<file path="config.mk">
export PLATFORM = sky130hd
export DESIGN_NAME = rcw_run_ctrl
export DESIGN_NICKNAME = d
export VERILOG_FILES = /design/src/design/rcw_pkg.sv /design/src/design/rcw_time_acc.sv /design/src/design/rcw_win_cnt.sv /design/src/design/rcw_run_ctrl.sv
export SDC_FILE = /design/constraint.sdc
export NUM_CORES = 2
export LEC_CHECK = 0
export ABC_CLOCK_PERIOD_IN_PS = 3750
export BUFFER_PORTS_ARGS = -buffer_cell sky130_fd_sc_hd__clkbuf_2
export CAP_MARGIN = 20
export CORE_ASPECT_RATIO = 0.8
export CORE_MARGIN = 3
export CORE_UTILIZATION = 29
export CTS_BUF_LIST = sky130_fd_sc_hd__clkbuf_4 sky130_fd_sc_hd__clkbuf_8 sky130_fd_sc_hd__clkbuf_16
export DETAILED_ROUTE_END_ITERATION = 7
export HOLD_SLACK_MARGIN = 0.08
export PLACE_DENSITY_LB_ADDON = 0.08
export SETUP_SLACK_MARGIN = 0.3
export SYNTH_ARGS = -nofsm -noshare
export SYNTH_HDL_FRONTEND = slang
export SYNTH_SLANG_ARGS = --single-unit
</file>
<file path="constraint.sdc">
create_clock -name pclk -period 3.75 [get_ports pclk]
set_input_delay 0.375 -clock pclk [delete_from_list [all_inputs] [get_ports pclk]]
set_output_delay 0.375 -clock pclk [all_outputs]
set_load 0.05 [all_outputs]
</file>
<file path="src/design/rcw_pkg.sv">
// Shared constants, register map and types for the run control block
package rcw_pkg;

  // Clock and time bases
  localparam int unsigned CLK_PERIOD_NS  = 10;
  localparam int unsigned TIME_RES_NS    = 800;
  localparam int unsigned REAL_UPD_US    = 500;
  localparam int unsigned LIVE_UPD_MS    = 10;
  localparam int unsigned TICK_CYC       = (TIME_RES_NS + CLK_PERIOD_NS - 1) / CLK_PERIOD_NS;
  localparam int unsigned REAL_UPD_CYC   = (REAL_UPD_US * 1000) / CLK_PERIOD_NS;
  localparam int unsigned LIVE_UPD_CYC   = (LIVE_UPD_MS * 1000000) / CLK_PERIOD_NS;

  // Widths and window map
  localparam int unsigned ENERGY_W       = 16;
  localparam int unsigned CNT_W          = 32;
  localparam int unsigned NWIN_DEF       = 8;
  localparam int unsigned NWIN_MAX       = 16;

  // Register byte offsets
  localparam logic [11:0] OFS_CTRL       = 12'h000;
  localparam logic [11:0] OFS_CFG        = 12'h004;
  localparam logic [11:0] OFS_PRESET     = 12'h008;
  localparam logic [11:0] OFS_STATUS     = 12'h00C;
  localparam logic [11:0] OFS_REALTIME   = 12'h010;
  localparam logic [11:0] OFS_LIVETIME   = 12'h014;
  localparam logic [11:0] OFS_BINNED     = 12'h018;
  localparam logic [11:0] OFS_TRIGS      = 12'h01C;
  localparam logic [11:0] OFS_WIN_NUM    = 12'h020;
  localparam logic [3:0]  WIN_PAGE       = 4'h1;
  localparam logic [1:0]  WIN_FLD_LOW    = 2'h0;
  localparam logic [1:0]  WIN_FLD_HIGH   = 2'h1;
  localparam logic [1:0]  WIN_FLD_TOTAL  = 2'h2;

  // Control bits
  localparam int unsigned CTRL_START     = 0;
  localparam int unsigned CTRL_STOP      = 1;
  localparam int unsigned CTRL_RESUME    = 2;

  // Reset values
  localparam logic [8:0]  CFG_RST        = 9'h000;
  localparam logic [31:0] PRESET_RST     = 32'h0000_0000;

  // Preset selection
  typedef enum logic [2:0] {
    RCW_PRE_NONE, RCW_PRE_REAL, RCW_PRE_LIVE, RCW_PRE_BINNED, RCW_PRE_TRIG
  } rcw_preset_t;

  // Configuration fields, bit 0 upward: mode, gate, sync
  typedef struct packed {
    logic        xseg_src;
    logic        xseg_en;
    logic        seg_master;
    logic        bp_sync_en;
    logic        gate_pol;
    logic        gate_en;
    rcw_preset_t mode;
  } rcw_cfg_t;

  // One processed event from the pulse processor
  typedef struct packed {
    logic                valid;
    logic                binned;
    logic                trigger;
    logic [ENERGY_W-1:0] energy;
  } rcw_event_t;

endpackage

</file>
<file path="src/design/rcw_time_acc.sv">
// Exact elapsed-time accumulator with a coarse periodic published copy
`timescale 1ns/1ps
`default_nettype none
module rcw_time_acc #(
  parameter int unsigned TICK = 80,
  parameter int unsigned UPD  = 50000,
  parameter int unsigned W    = 32
) (
  input  wire logic         clk,
  input  wire logic         rst_n,
  input  wire logic         clear,
  input  wire logic         enable,
  input  wire logic         running,
  input  wire logic         finish,
  output logic [W-1:0]      exact,
  output logic [W-1:0]      shown
);
  localparam int unsigned PW = (TICK > 1) ? $clog2(TICK) : 1;
  localparam int unsigned UW = (UPD > 1) ? $clog2(UPD) : 1;
  localparam logic [PW-1:0] PRE_LAST = PW'(TICK - 1);
  localparam logic [UW-1:0] UPD_LAST = UW'(UPD - 1);

  logic [PW-1:0] pre_reg;
  logic [UW-1:0] upd_reg;
  logic [W-1:0]  exact_next;
  wire           tick     = enable && (pre_reg == PRE_LAST);
  wire           upd_due  = running && (upd_reg == UPD_LAST);

  assign exact_next = tick ? exact + W'(1) : exact;

  // Fine count in resolution units; the copy only moves on interval, at end or on clear
  always_ff @(posedge clk or negedge rst_n) begin
    if (!rst_n) begin
      pre_reg <= '0;
      upd_reg <= '0;
      exact   <= '0;
      shown   <= '0;
    end else if (clear) begin
      pre_reg <= '0;
      upd_reg <= '0;
      exact   <= '0;
      shown   <= '0;
    end else begin
      pre_reg <= enable ? (tick ? '0 : pre_reg + PW'(1)) : pre_reg;
      upd_reg <= running ? (upd_due ? '0 : upd_reg + UW'(1)) : '0;
      exact   <= exact_next;
      if (finish || upd_due) begin
        shown <= exact_next;
      end
    end
  end
endmodule
`default_nettype wire

</file>
<file path="src/design/rcw_win_cnt.sv">
// One energy window: inclusive bound compare and event total
`timescale 1ns/1ps
`default_nettype none
module rcw_win_cnt #(
  parameter int unsigned EW = 16,
  parameter int unsigned CW = 32
) (
  input  wire logic          clk,
  input  wire logic          rst_n,
  input  wire logic          clear,
  input  wire logic          count_en,
  input  wire logic [EW-1:0] energy,
  input  wire logic [EW-1:0] low,
  input  wire logic [EW-1:0] high,
  output logic [CW-1:0]      total
);
  // Both bounds inclusive
  wire in_window = (energy >= low) && (energy <= high);

  // Total is kept until a fresh run clears it
  always_ff @(posedge clk or negedge rst_n) begin
    if (!rst_n) begin
      total <= '0;
    end else if (clear) begin
      total <= '0;
    end else if (count_en && in_window) begin
      total <= total + CW'(1);
    end
  end
endmodule
`default_nettype wire

</file>
<file path="src/design/rcw_run_ctrl.sv">
// Run control: presets, start sync, gate, resume and energy window totals
//
// The implementer's own choices: the placing of the registers and the APB register port.
`timescale 1ns/1ps
`default_nettype none
module rcw_run_ctrl #(
  parameter int unsigned NWIN         = rcw_pkg::NWIN_DEF,
  parameter int unsigned REAL_UPD_CYC = rcw_pkg::REAL_UPD_CYC,
  parameter int unsigned LIVE_UPD_CYC = rcw_pkg::LIVE_UPD_CYC
) (
  input  wire logic                pclk,
  input  wire logic                presetn,
  input  wire logic                psel,
  input  wire logic                penable,
  input  wire logic                pwrite,
  input  wire logic [11:0]         paddr,
  input  wire logic [31:0]         pwdata,
  output logic                     pready,
  output logic [31:0]              prdata,
  output logic                     pslverr,
  input  wire rcw_pkg::rcw_event_t evt,
  input  wire logic                live_in,
  input  wire logic                gate_pin,
  input  wire logic                trig_line_in,
  output logic                     trig_line_out,
  output logic                     trig_line_oe,
  input  wire logic                fp_sync_in,
  output logic                     fp_sync_out,
  output logic                     fp_sync_oe,
  output logic                     acq_enable,
  output logic                     spectrum_clear,
  output logic                     run_active
);
  localparam int unsigned EW = rcw_pkg::ENERGY_W;
  localparam int unsigned CW = rcw_pkg::CNT_W;
  localparam int unsigned NW = $clog2(NWIN + 1);

  typedef enum logic [1:0] {RCW_IDLE, RCW_ARMED, RCW_RUN} rcw_state_t;

  //////////////////////////////////////////////////////////////////////////////
  // Registers and state

  rcw_state_t        state_reg;
  rcw_state_t        state_next;
  rcw_pkg::rcw_cfg_t cfg_reg;
  logic [31:0]       preset_reg;
  logic [NW-1:0]     win_num_reg;
  logic [EW-1:0]     win_lo_reg [NWIN];
  logic [EW-1:0]     win_hi_reg [NWIN];
  logic              resume_reg;
  logic              preset_done_reg;
  logic              clear_pulse_reg;
  logic [CW-1:0]     binned_reg;
  logic [CW-1:0]     trigs_reg;
  logic [2:0]        sync1_reg;
  logic [2:0]        sync2_reg;
  logic              trig_prev_reg;
  logic [31:0]       prdata_reg;
  logic              pslverr_reg;

  logic [CW-1:0]     real_exact;
  logic [CW-1:0]     real_shown;
  logic [CW-1:0]     live_exact;
  logic [CW-1:0]     live_shown;
  logic [CW-1:0]     win_total [NWIN];

  //////////////////////////////////////////////////////////////////////////////
  // Pin synchronisers: gate, backplane line, front panel sync

  // Three pins each pass two flops before use
  always_ff @(posedge pclk or negedge presetn) begin
    if (!presetn) begin
      sync1_reg     <= 3'h7;
      sync2_reg     <= 3'h7;
      trig_prev_reg <= 1'b1;
    end else begin
      sync1_reg     <= {fp_sync_in, trig_line_in, gate_pin};
      sync2_reg     <= sync1_reg;
      trig_prev_reg <= sync2_reg[1];
    end
  end

  wire gate_s   = sync2_reg[0];
  wire trig_s   = sync2_reg[1];
  wire fp_s     = sync2_reg[2];
  // Active-low shared line: a falling edge is the common start instant
  wire trig_go  = trig_prev_reg && !trig_s;

  //////////////////////////////////////////////////////////////////////////////
  // APB decode

  wire        bus_setup  = psel && !penable;
  wire        bus_wr     = psel && penable && pwrite;
  wire [3:0]  win_idx    = paddr[7:4];
  wire [1:0]  win_fld    = paddr[3:2];
  wire        win_page   = (paddr[11:8] == rcw_pkg::WIN_PAGE) && (32'(win_idx) < NWIN);
  wire        win_wr     = bus_wr && win_page;
  wire        hit_ctrl   = paddr == rcw_pkg::OFS_CTRL;
  wire        hit_cfg    = paddr == rcw_pkg::OFS_CFG;
  wire        hit_preset = paddr == rcw_pkg::OFS_PRESET;
  wire        hit_winnum = paddr == rcw_pkg::OFS_WIN_NUM;
  wire        start_cmd  = bus_wr && hit_ctrl && pwdata[rcw_pkg::CTRL_START];
  wire        stop_cmd   = bus_wr && hit_ctrl && pwdata[rcw_pkg::CTRL_STOP];

  //////////////////////////////////////////////////////////////////////////////
  // Preset comparison and acquisition qualifiers

  logic preset_met;
  always_comb begin
    case (cfg_reg.mode)
      rcw_pkg::RCW_PRE_NONE:   preset_met = 1'b0;
      rcw_pkg::RCW_PRE_REAL:   preset_met = real_exact >= preset_reg;
      rcw_pkg::RCW_PRE_LIVE:   preset_met = live_exact >= preset_reg;
      rcw_pkg::RCW_PRE_BINNED: preset_met = binned_reg >= preset_reg;
      rcw_pkg::RCW_PRE_TRIG:   preset_met = trigs_reg >= preset_reg;
      default:                 preset_met = 1'b0;
    endcase
  end

  wire running    = state_reg == RCW_RUN;
  wire preset_hit = running && preset_met;
  wire inhibit    = cfg_reg.gate_en && (gate_s == cfg_reg.gate_pol);
  // Counting freezes in the very cycle a preset is reached
  wire acq        = running && !inhibit && !preset_hit && !stop_cmd;
  wire start_go   = !cfg_reg.bp_sync_en || trig_go;
  wire run_start  = (state_reg == RCW_ARMED) && start_go && !stop_cmd;
  wire fresh      = run_start && !resume_reg;
  wire run_end    = running && (stop_cmd || preset_hit);
  wire ev_take    = acq && evt.valid;

  //////////////////////////////////////////////////////////////////////////////
  // Run state machine

  always_comb begin
    state_next = state_reg;
    case (state_reg)
      RCW_IDLE: begin
        if (start_cmd && !stop_cmd) begin
          state_next = RCW_ARMED;
        end
      end
      RCW_ARMED: begin
        if (stop_cmd) begin
          state_next = RCW_IDLE;
        end else if (start_go) begin
          state_next = RCW_RUN;
        end
      end
      RCW_RUN: begin
        if (run_end) begin
          state_next = RCW_IDLE;
        end
      end
      default: state_next = RCW_IDLE;
    endcase
  end

  always_ff @(posedge pclk or negedge presetn) begin
    if (!presetn) begin
      state_reg <= RCW_IDLE;
    end else begin
      state_reg <= state_next;
    end
  end

  //////////////////////////////////////////////////////////////////////////////
  // Start sync drivers

  // Master pulls the segment line once armed; with cross-segment sync it
  // waits for the front panel, so all segments fall in the same instant
  wire master_go = cfg_reg.xseg_en ? !fp_s : 1'b1;
  assign trig_line_out = 1'b0;
  assign trig_line_oe  = cfg_reg.bp_sync_en && cfg_reg.seg_master
                         && (state_reg == RCW_ARMED) && master_go;
  // The source master repeats its own arming onto the front panel
  assign fp_sync_out   = 1'b0;
  assign fp_sync_oe    = cfg_reg.xseg_en && cfg_reg.seg_master && cfg_reg.xseg_src
                         && (state_reg == RCW_ARMED);

  //////////////////////////////////////////////////////////////////////////////
  // Control registers written by software

  always_ff @(posedge pclk or negedge presetn) begin
    if (!presetn) begin
      cfg_reg     <= rcw_pkg::rcw_cfg_t'(rcw_pkg::CFG_RST);
      preset_reg  <= rcw_pkg::PRESET_RST;
      win_num_reg <= '0;
      resume_reg  <= 1'b0;
    end else if (bus_wr) begin
      if (hit_cfg) begin
        cfg_reg <= rcw_pkg::rcw_cfg_t'(pwdata[8:0]);
      end
      if (hit_preset) begin
        preset_reg <= pwdata;
      end
      // Count above the built-in windows saturates
      if (hit_winnum) begin
        win_num_reg <= (pwdata > 32'(NWIN)) ? NW'(NWIN) : pwdata[NW-1:0];
      end
      if (start_cmd && state_reg == RCW_IDLE) begin
        resume_reg <= pwdata[rcw_pkg::CTRL_RESUME];
      end
    end
  end

  // Window bounds held per entry
  for (genvar g = 0; g < NWIN; g++) begin : g_win
    always_ff @(posedge pclk or negedge presetn) begin
      if (!presetn) begin
        win_lo_reg[g] <= '0;
        win_hi_reg[g] <= '0;
      end else if (win_wr && 32'(win_idx) == g) begin
        if (win_fld == rcw_pkg::WIN_FLD_LOW) begin
          win_lo_reg[g] <= pwdata[EW-1:0];
        end
        if (win_fld == rcw_pkg::WIN_FLD_HIGH) begin
          win_hi_reg[g] <= pwdata[EW-1:0];
        end
      end
    end

    // Only the first win_num windows take part
    rcw_win_cnt #(
      .EW (EW),
      .CW (CW)
    ) u_win (
      .clk      (pclk),
      .rst_n    (presetn),
      .clear    (fresh),
      .count_en (ev_take && evt.binned && (32'(win_num_reg) > g)),
      .energy   (evt.energy),
      .low      (win_lo_reg[g]),
      .high     (win_hi_reg[g]),
      .total    (win_total[g])
    );
  end

  //////////////////////////////////////////////////////////////////////////////
  // Run statistics

  // Event counts restart only on a fresh start
  always_ff @(posedge pclk or negedge presetn) begin
    if (!presetn) begin
      binned_reg      <= '0;
      trigs_reg       <= '0;
      preset_done_reg <= 1'b0;
      clear_pulse_reg <= 1'b0;
    end else begin
      clear_pulse_reg <= fresh;
      if (fresh) begin
        binned_reg <= '0;
        trigs_reg  <= '0;
      end else begin
        if (ev_take && evt.binned) begin
          binned_reg <= binned_reg + CW'(1);
        end
        if (acq && evt.trigger) begin
          trigs_reg <= trigs_reg + CW'(1);
        end
      end
      if (run_start) begin
        preset_done_reg <= 1'b0;
      end else if (preset_hit) begin
        preset_done_reg <= 1'b1;
      end
    end
  end

  rcw_time_acc #(
    .TICK (rcw_pkg::TICK_CYC),
    .UPD  (REAL_UPD_CYC),
    .W    (CW)
  ) u_real (
    .clk     (pclk),
    .rst_n   (presetn),
    .clear   (fresh),
    .enable  (running && !preset_hit && !stop_cmd),
    .running (running),
    .finish  (run_end),
    .exact   (real_exact),
    .shown   (real_shown)
  );

  rcw_time_acc #(
    .TICK (rcw_pkg::TICK_CYC),
    .UPD  (LIVE_UPD_CYC),
    .W    (CW)
  ) u_live (
    .clk     (pclk),
    .rst_n   (presetn),
    .clear   (fresh),
    .enable  (acq && live_in),
    .running (running),
    .finish  (run_end),
    .exact   (live_exact),
    .shown   (live_shown)
  );

  //////////////////////////////////////////////////////////////////////////////
  // APB read path, captured in the setup cycle so data leaves a flop

  logic [31:0] rd_data;
  logic        rd_err;
  logic [31:0] win_word;

  always_comb begin
    win_word = '0;
    for (int i = 0; i < NWIN; i++) begin
      if (32'(win_idx) == i) begin
        case (win_fld)
          rcw_pkg::WIN_FLD_LOW:   win_word = 32'(win_lo_reg[i]);
          rcw_pkg::WIN_FLD_HIGH:  win_word = 32'(win_hi_reg[i]);
          rcw_pkg::WIN_FLD_TOTAL: win_word = 32'(win_total[i]);
          default:                win_word = '0;
        endcase
      end
    end
  end

  always_comb begin
    rd_data = '0;
    rd_err  = 1'b0;
    case (paddr)
      rcw_pkg::OFS_CTRL:     rd_data = '0;
      rcw_pkg::OFS_CFG:      rd_data = 32'(cfg_reg);
      rcw_pkg::OFS_PRESET:   rd_data = preset_reg;
      rcw_pkg::OFS_STATUS:   rd_data = {28'h0000000, inhibit, preset_done_reg,
                                        state_reg == RCW_ARMED, running};
      rcw_pkg::OFS_REALTIME: rd_data = real_shown;
      rcw_pkg::OFS_LIVETIME: rd_data = live_shown;
      rcw_pkg::OFS_BINNED:   rd_data = binned_reg;
      rcw_pkg::OFS_TRIGS:    rd_data = trigs_reg;
      rcw_pkg::OFS_WIN_NUM:  rd_data = 32'(win_num_reg);
      default: begin
        rd_data = win_page ? win_word : 32'h0000_0000;
        rd_err  = !(win_page && win_fld != 2'h3);
      end
    endcase
  end

  always_ff @(posedge pclk or negedge presetn) begin
    if (!presetn) begin
      prdata_reg  <= '0;
      pslverr_reg <= 1'b0;
    end else if (bus_setup) begin
      prdata_reg  <= pwrite ? 32'h0000_0000 : rd_data;
      pslverr_reg <= rd_err;
    end
  end

  // Zero wait states: every access completes in its first access cycle
  assign pready         = 1'b1;
  assign prdata         = prdata_reg;
  assign pslverr        = pslverr_reg && psel && penable;
  assign acq_enable     = acq;
  assign spectrum_clear = clear_pulse_reg;
  assign run_active     = running;
endmodule
`default_nettype wire

</file>
## Word level (Yosys, flattened, before mapping)

Cells that the tools add are included.

| word-level totals | value |
|---|---|
| register bits | 844 |
| input port bits | 72 |
| output and inout bits | 41 |
| logic and storage cells | 326 |

| cells by class | value |
|---|---|
| add/sub/neg operators | 16 |
| $lt $le $gt $ge | 30 |
| equality and inequality tests | 33 |
| mux-type cells | 70 |
| reductions and logical operators | 125 |

Operators with widths:

| kind | number |
|---|---|
| $mux W32 | 38 |
| $pmux W32 S3 | 8 |
| $add A32 B1 Y32 const B | 12 |
| $pmux W32 S9 | 1 |
| $ge A16 B16 Y1 | 8 |
| $ge A32 B32 Y1 | 4 |
| $le A16 B16 Y1 | 8 |
| $logic_and A1 B1 Y1 | 71 |
| $mux W20 | 3 |
| $eq A12 B5 Y1 const B | 4 |
| $mux W16 | 3 |
| $mux W7 | 6 |
| $reduce_and A2 Y1 | 20 |
| $gt A32 B4 Y1 const B | 1 |
| $reduce_bool A2 Y1 | 15 |
| $eq A12 B4 Y1 const B | 2 |
| $add A20 B1 Y20 const B | 1 |
| $eq A20 B20 Y1 const B | 1 |
| $add A16 B1 Y16 const B | 1 |
| $eq A16 B16 Y1 const B | 1 |
| $eq A4 B3 Y1 const B | 4 |
| $gt A4 B3 Y1 const B | 4 |
| $add A7 B1 Y7 const B | 2 |
| $eq A7 B7 Y1 const B | 2 |
| 28 further kinds | 54 |

## Longest topological paths before layout

| logic depth | value |
|---|---|
| depth in word-level cells | 13 |
| mapped depth | 14 |
| mapped depth without buffers | 11 |

## Hierarchy

Synthesis repeated with hierarchy kept, for this count alone.

| unflattened totals | value |
|---|---|
| cells, all modules | 5867 |
| area total of the unflattened synthesis | 56178.9 µm² |

By module, submodules not included:

| module | times used | cells an instance | area each (µm²) | seq. area each (µm²) |
|---|---|---|---|---|
| rcw_run_ctrl | 1 | 2511 | 25015.2 | 10268.6 |
| rcw_win_cnt (g_win[0].u_win ...) | 7 | 323 | 2899.0 | 800.8 |
| rcw_time_acc (u_live) | 1 | 410 | 4311.6 | 2277.2 |
| rcw_time_acc (u_real) | 1 | 388 | 4062.6 | 2177.1 |
| rcw_win_cnt (g_win[7].u_win) | 1 | 297 | 2496.1 | 800.8 |

## Worst setup path before layout

Ideal clock, no wire load.

| timing | value |
|---|---|
| path type | reg-to-output |
| from | reg preset_reg[0] |
| to | out acq_enable |
| arrival time | 3502 ps |
| required time | 3375 ps |
| path slack | -127 ps |
| stages on the path, launching flop included | 12 |
| path buffers | 2 |
| path through | dfrtp_1 -> ha_1 -> nand2b_1 -> a2111o_1 -> a311o_1 -> a221o_1 -> nor4_4 -> and3_1 -> clkbuf_1 -> nand2_1 -> clkbuf_1 -> nor2_1 |

| between the ends | value |
|---|---|
| word-level cells in the longest chain between the ends | 6 |
| elaborated cells between the ends (all ways) | 9 |
| those cells by class | order compare: 4; mux: 1; reduce/logical: 4 |

RTL lines:

| element | RTL line | text |
|---|---|---|
| start: declaration | rcw_run_ctrl.sv:46 | `logic [31:0] preset_reg;` |
| start signal: assignment | rcw_run_ctrl.sv:186 | `preset_reg <= rcw_pkg::PRESET_RST;` |
| start signal: assignment | rcw_run_ctrl.sv:194 | `preset_reg <= pwdata;` |
| $ge A32 B32 Y1 (on tied branches) | n/a |  |
| $pmux W1 S4 (*) | rcw_run_ctrl.sv:110 | `case (cfg_reg.mode)` |
| $logic_and A1 B1 Y1 (*) | rcw_run_ctrl.sv:121 | `wire preset_hit = running && preset_met;` |
| $logic_not A1 Y1 (*) | rcw_run_ctrl.sv:124 | `wire acq = running && !inhibit && !preset_hit && !stop_cmd;` |
| $logic_and A1 B1 Y1 (*) (2 in series) | rcw_run_ctrl.sv:124 |  |
| end: declaration | rcw_run_ctrl.sv:30 | `output logic acq_enable,` |

Mark *: on every way between the ends. The rest lies on a longest branch, timed or not.

## Final worst setup path

Ends and elaborated chain as after synthesis.

==> summary.md <==
| Metric | Value |
|---|---|
| Final Critical Period | `a little over 4000 ps` |
| Fmax | `245 MHz` |
| Largest net degree at the start of global routing | `84` |
| Req. time, crit path | `3380 ps` |
| Crit path cell chain | `ha_1, nand2b_4, a2111o_1, a311o_1, a221o_1, nor4_4, and3_4, buf_12, nand2_4, buf_12, nor2_4, buf_12` |
| Failing checks | `setup timing` |
| Number of max-cap violations | `0` |
| Final Cycle Share | `1.09` |
| Leading cell type in the layout, fill and taps excluded | `dfrtp_1` |
| Max VDD drop | `between 0.0003 and 0.0004 V` |
| Outcome | `finished, violations left` |
| Synth Area in Adders | `0.0965` |
| Vias in the first global route | `between 40000 and 50000` |
| Cells after Synth | `about 5700` |
| Hold path depth | `5` |
| Worst hold endpoint | `trigs_reg[1]` |
| H-tree depth | `3` |
| Asr flop ratio synth | `1.00` |
| Int Pwr | `around 16 mW` |
| Initial antenna violation count | `20` |
| Crit-path most repeated cell | `buf_12` |
| CP Buf/Inv Count | `3` |
| Clock transition at path regs | `60 ps` |
| Clock network fraction of total power | `0.501` |
| Dpl ws | `-504 ps` |
| Crit path max fanout | `2` |
| Post-synthesis mux area share | `0.0615` |
| Simple-Gate Fraction of Synth Area | `0.188` |
| Total GRT Usage | `0.256` |
| CP arrival | `~3700 ps` |
| Hold_sp | `evt[16]` |
| Xor and xnor area share after synthesis | `0.0302` |
| Commonest cells after routing, fill and taps aside | `837 x dfrtp_1, 565 x nand2_1, 527 x buf_4` |
| Initial Util | `0.293` |
| Die Y | `384 microns` |
| Kind of critical path | `flop to primary output` |
| Io pins | `approximately 110` |
| Floorplan row count | `about 140` |
| Total power | `approximately 21 mW` |
| Flop2flop setup slack | `-320 ps` |
| Area contributors post-synth | `dfrtp_1 40%, ha_1 9.6%, o21ai_0 5.0%` |
| Relative slew slack | `0.235` |
| Final setup violation count | `between 200 and 300` |
| Largest family of logic cells by synthesized area | `simple AND/OR/NAND/NOR gates` |
| DRT antenna net count | `0` |
| Worst Skew | `~31 ps` |
| P_sw | `between 5 and 6 mW` |
| CTS Buf Count | `105` |
| Compound-Gate Fraction of Synth Area | `0.165` |
| Max incr delay on CP | `just over 400 ps` |
| Core Area | `between 0.15 and 0.2 sq mm` |
| YS warnings | `0` |
| Slew Viols, Final | `0` |
| R2R cell count | `13` |
| Largest delay share family, worst path | `compound AO/OA/AOI/OAI gates` |
| CTS sink count | `around 840` |
| Die area | `approximately 0.18 sq mm` |
| Pleak | `between 30 and 40 nW` |
| Die Wd | `around 480 microns` |
| P&R area growth vs syn | `32.0%` |
| CTS tree | `done` |
| Netlist Area Pre-Place | `between 0.05 and 0.06 sq mm` |
| CTS root buffer | `clkbuf_16` |
| GP Congestion | `~0.9` |
| DP HPWL | `approximately 180000 microns` |
| Yosys cell types | `88` |
| Avg Inst Size Synth | `9.02 sq um` |
| Sw Share | `0.259` |
| Share of the synthesized area in the top cell type | `0.404` |
| Number of fill cells | `17868` |
| Via density | `5.49` |
| Pwr/cell area | `approximately 310 mW/mm^2` |
| Synth area leader | `dfrtp_1` |
| Share of cells above drive strength 1 | `0.255` |
| Setup ws final | `-338 ps` |
| Synth Register Bits | `around 840` |
| Measured slew at the worst slew-check pin | `approximately 1100 ps` |
| Pre-antenna DRT Iters | `6` |
| Routed len/inst | `about 28 microns` |
| Clk_lat worst skew | `about 750 ps` |
| R2r endpoint | `g_win[0].u_win.total[27]` |
| PortBufs | `109` |
| RSZ-0062 raised after global routing | `true` |
| CTS Buffer Depth | `3` |
| Sequential area share after synthesis | `0.407` |
| Nets | `6884` |
| Top FF cell, synth | `dfrtp_1` |
| Flop pwr share | `0.430` |
| First-pass GRT wire length | `340000 microns` |
| Drt drc | `0` |
| Hold Vio Cnt, Final | `0` |
| Starting DRT DRC Count | `5307` |
| Combinational fraction of design power | `0.070` |
| Worst reg2reg path startpoint | `preset_reg[0]` |
| Min-delay worst type | `primary input to flop` |
| Grt total ovfl | `0` |
| Endpoint class of the critical path | `primary output` |
| Number of flops mapped to enable cells by yosys | `0` |
| Max FFs per register | `around 260` |
| Crit-path slowest cell | `a2111o_1` |
| Drt total wl | `roughly 250000 microns` |
| Via count | `~49000` |
| CP startpoint kind | `flop` |
through the flow:
step | util | area (sq um) | instances | hold WS (ps) | TNS [ps]
final | 0.386 | 68500 | 8878 | 172 | -33060
after global routing | 0.386 | 68500 | 8875 | 161 | -66500
after CTS | 0.369 | 65400 | 8799 | 97.5 | -20710
after detailed placement | 0.338 | 59900 | 8518 | 347 | -79420
after global placement | 0.338 | 59900 | 8517 | 347 | -73460
after floorplan | - | 52100 | 5750 | 79.4 | 0
logic make-up (layout without fill, tap and decap cells):
kind of cell	count (synthesis)	in the layout
and+or+nand+nor	1929	1933
muxes	275	275
other	2	9
DFF	844	844
AOI/OAI and AO/OA	1423	1423
adders and majority gates	400	400
buffers and inverters	697	1435
xor gates and xnor gates	179	179
cells in the mapped netlist (111+ instances only):
cell and count:
dfrtp_1 837, mux2i_1 159, inv_1 372, nand2_1 571
a21oi_1 361, or3_1 142, xnor2_1 140, nor4_1 111
ha_1 400, nand4_1 150, nand3_1 217, clkbuf_1 271
o21ai_0 519, nor2_1 321
worst max path at each step:
stage | from | slack, ps | end | cells past startpoint
CTS | preset_reg[0] | -470 | acq_enable | 12
finish | preset_reg[0] | -340 | acq_enable | 12
global placement | preset_reg[23] | -500 | g_win[1].u_win.total[5] | 14
global route | preset_reg[27] | -450 | acq_enable | 15
floorplan | preset_reg[0] | 20 | g_win[0].u_win.total[29] | 13
detailed placement | preset_reg[26] | -500 | g_win[6].u_win.total[22] | 13
power by group through the flow:
stage / Combinational [mW] / Clock [mW] / Sequential (mW)
after global placement: 1.45 / 0 / 9.31
after CTS: 1.47 / 10.9 / 9.14
after detailed placement: 1.45 / 0 / 9.31
after floorplan: 0.532 / 0 / 9.32
after global routing: 1.58 / 11.3 / 9.14
final: 1.48 / 10.7 / 9.15
area by class of cell:
class	instances	area, sq um	share of cell area
Multi-Input combinational cell	4213	31000	0.452
Sequential cell	844	21100	0.309
Timing Repair Buffer	874	8470	0.124
Clock buffer	156	3150	0.0460
Tap cell	2380	2980	0.0435
Inverter	374	1410	0.0206
Clock inverter	31	369	0.00539
Antenna cell	6	15.0	0.000219
worst min-delay path, stage by stage:
cell and delay [ps]:
clkbuf_2 120, nand2_1 160, nor3_4 90, nand2_1 50, o21ai_0 60
repair_timing:
action                                  4_1_cts  5_1_grt
endpoints found under the setup margin      462      462
endpoints found under the hold margin        79        0
pin swaps                                   138      208
buffers inserted                             58       56
hold buffers                                 20        0
gates resized for setup                     250      514
gates cloned                                 16       17
metal layers:
layer | vias to the layer above | part of all wire | wire length, microns | track usage
li1 | 22307 | - | - | -
met1 | 24447 | 0.50 | 122000 | 0.399
met2 | 1744 | 0.39 | 94800 | 0.339
met3 | 271 | 0.090 | 22100 | 0.0651
met4 | 0 | 0.028 | 6940 | 0.0720
met5 | - | 0 | 0 | 0
Note: power is estimated with default switching activity, not from simulation.
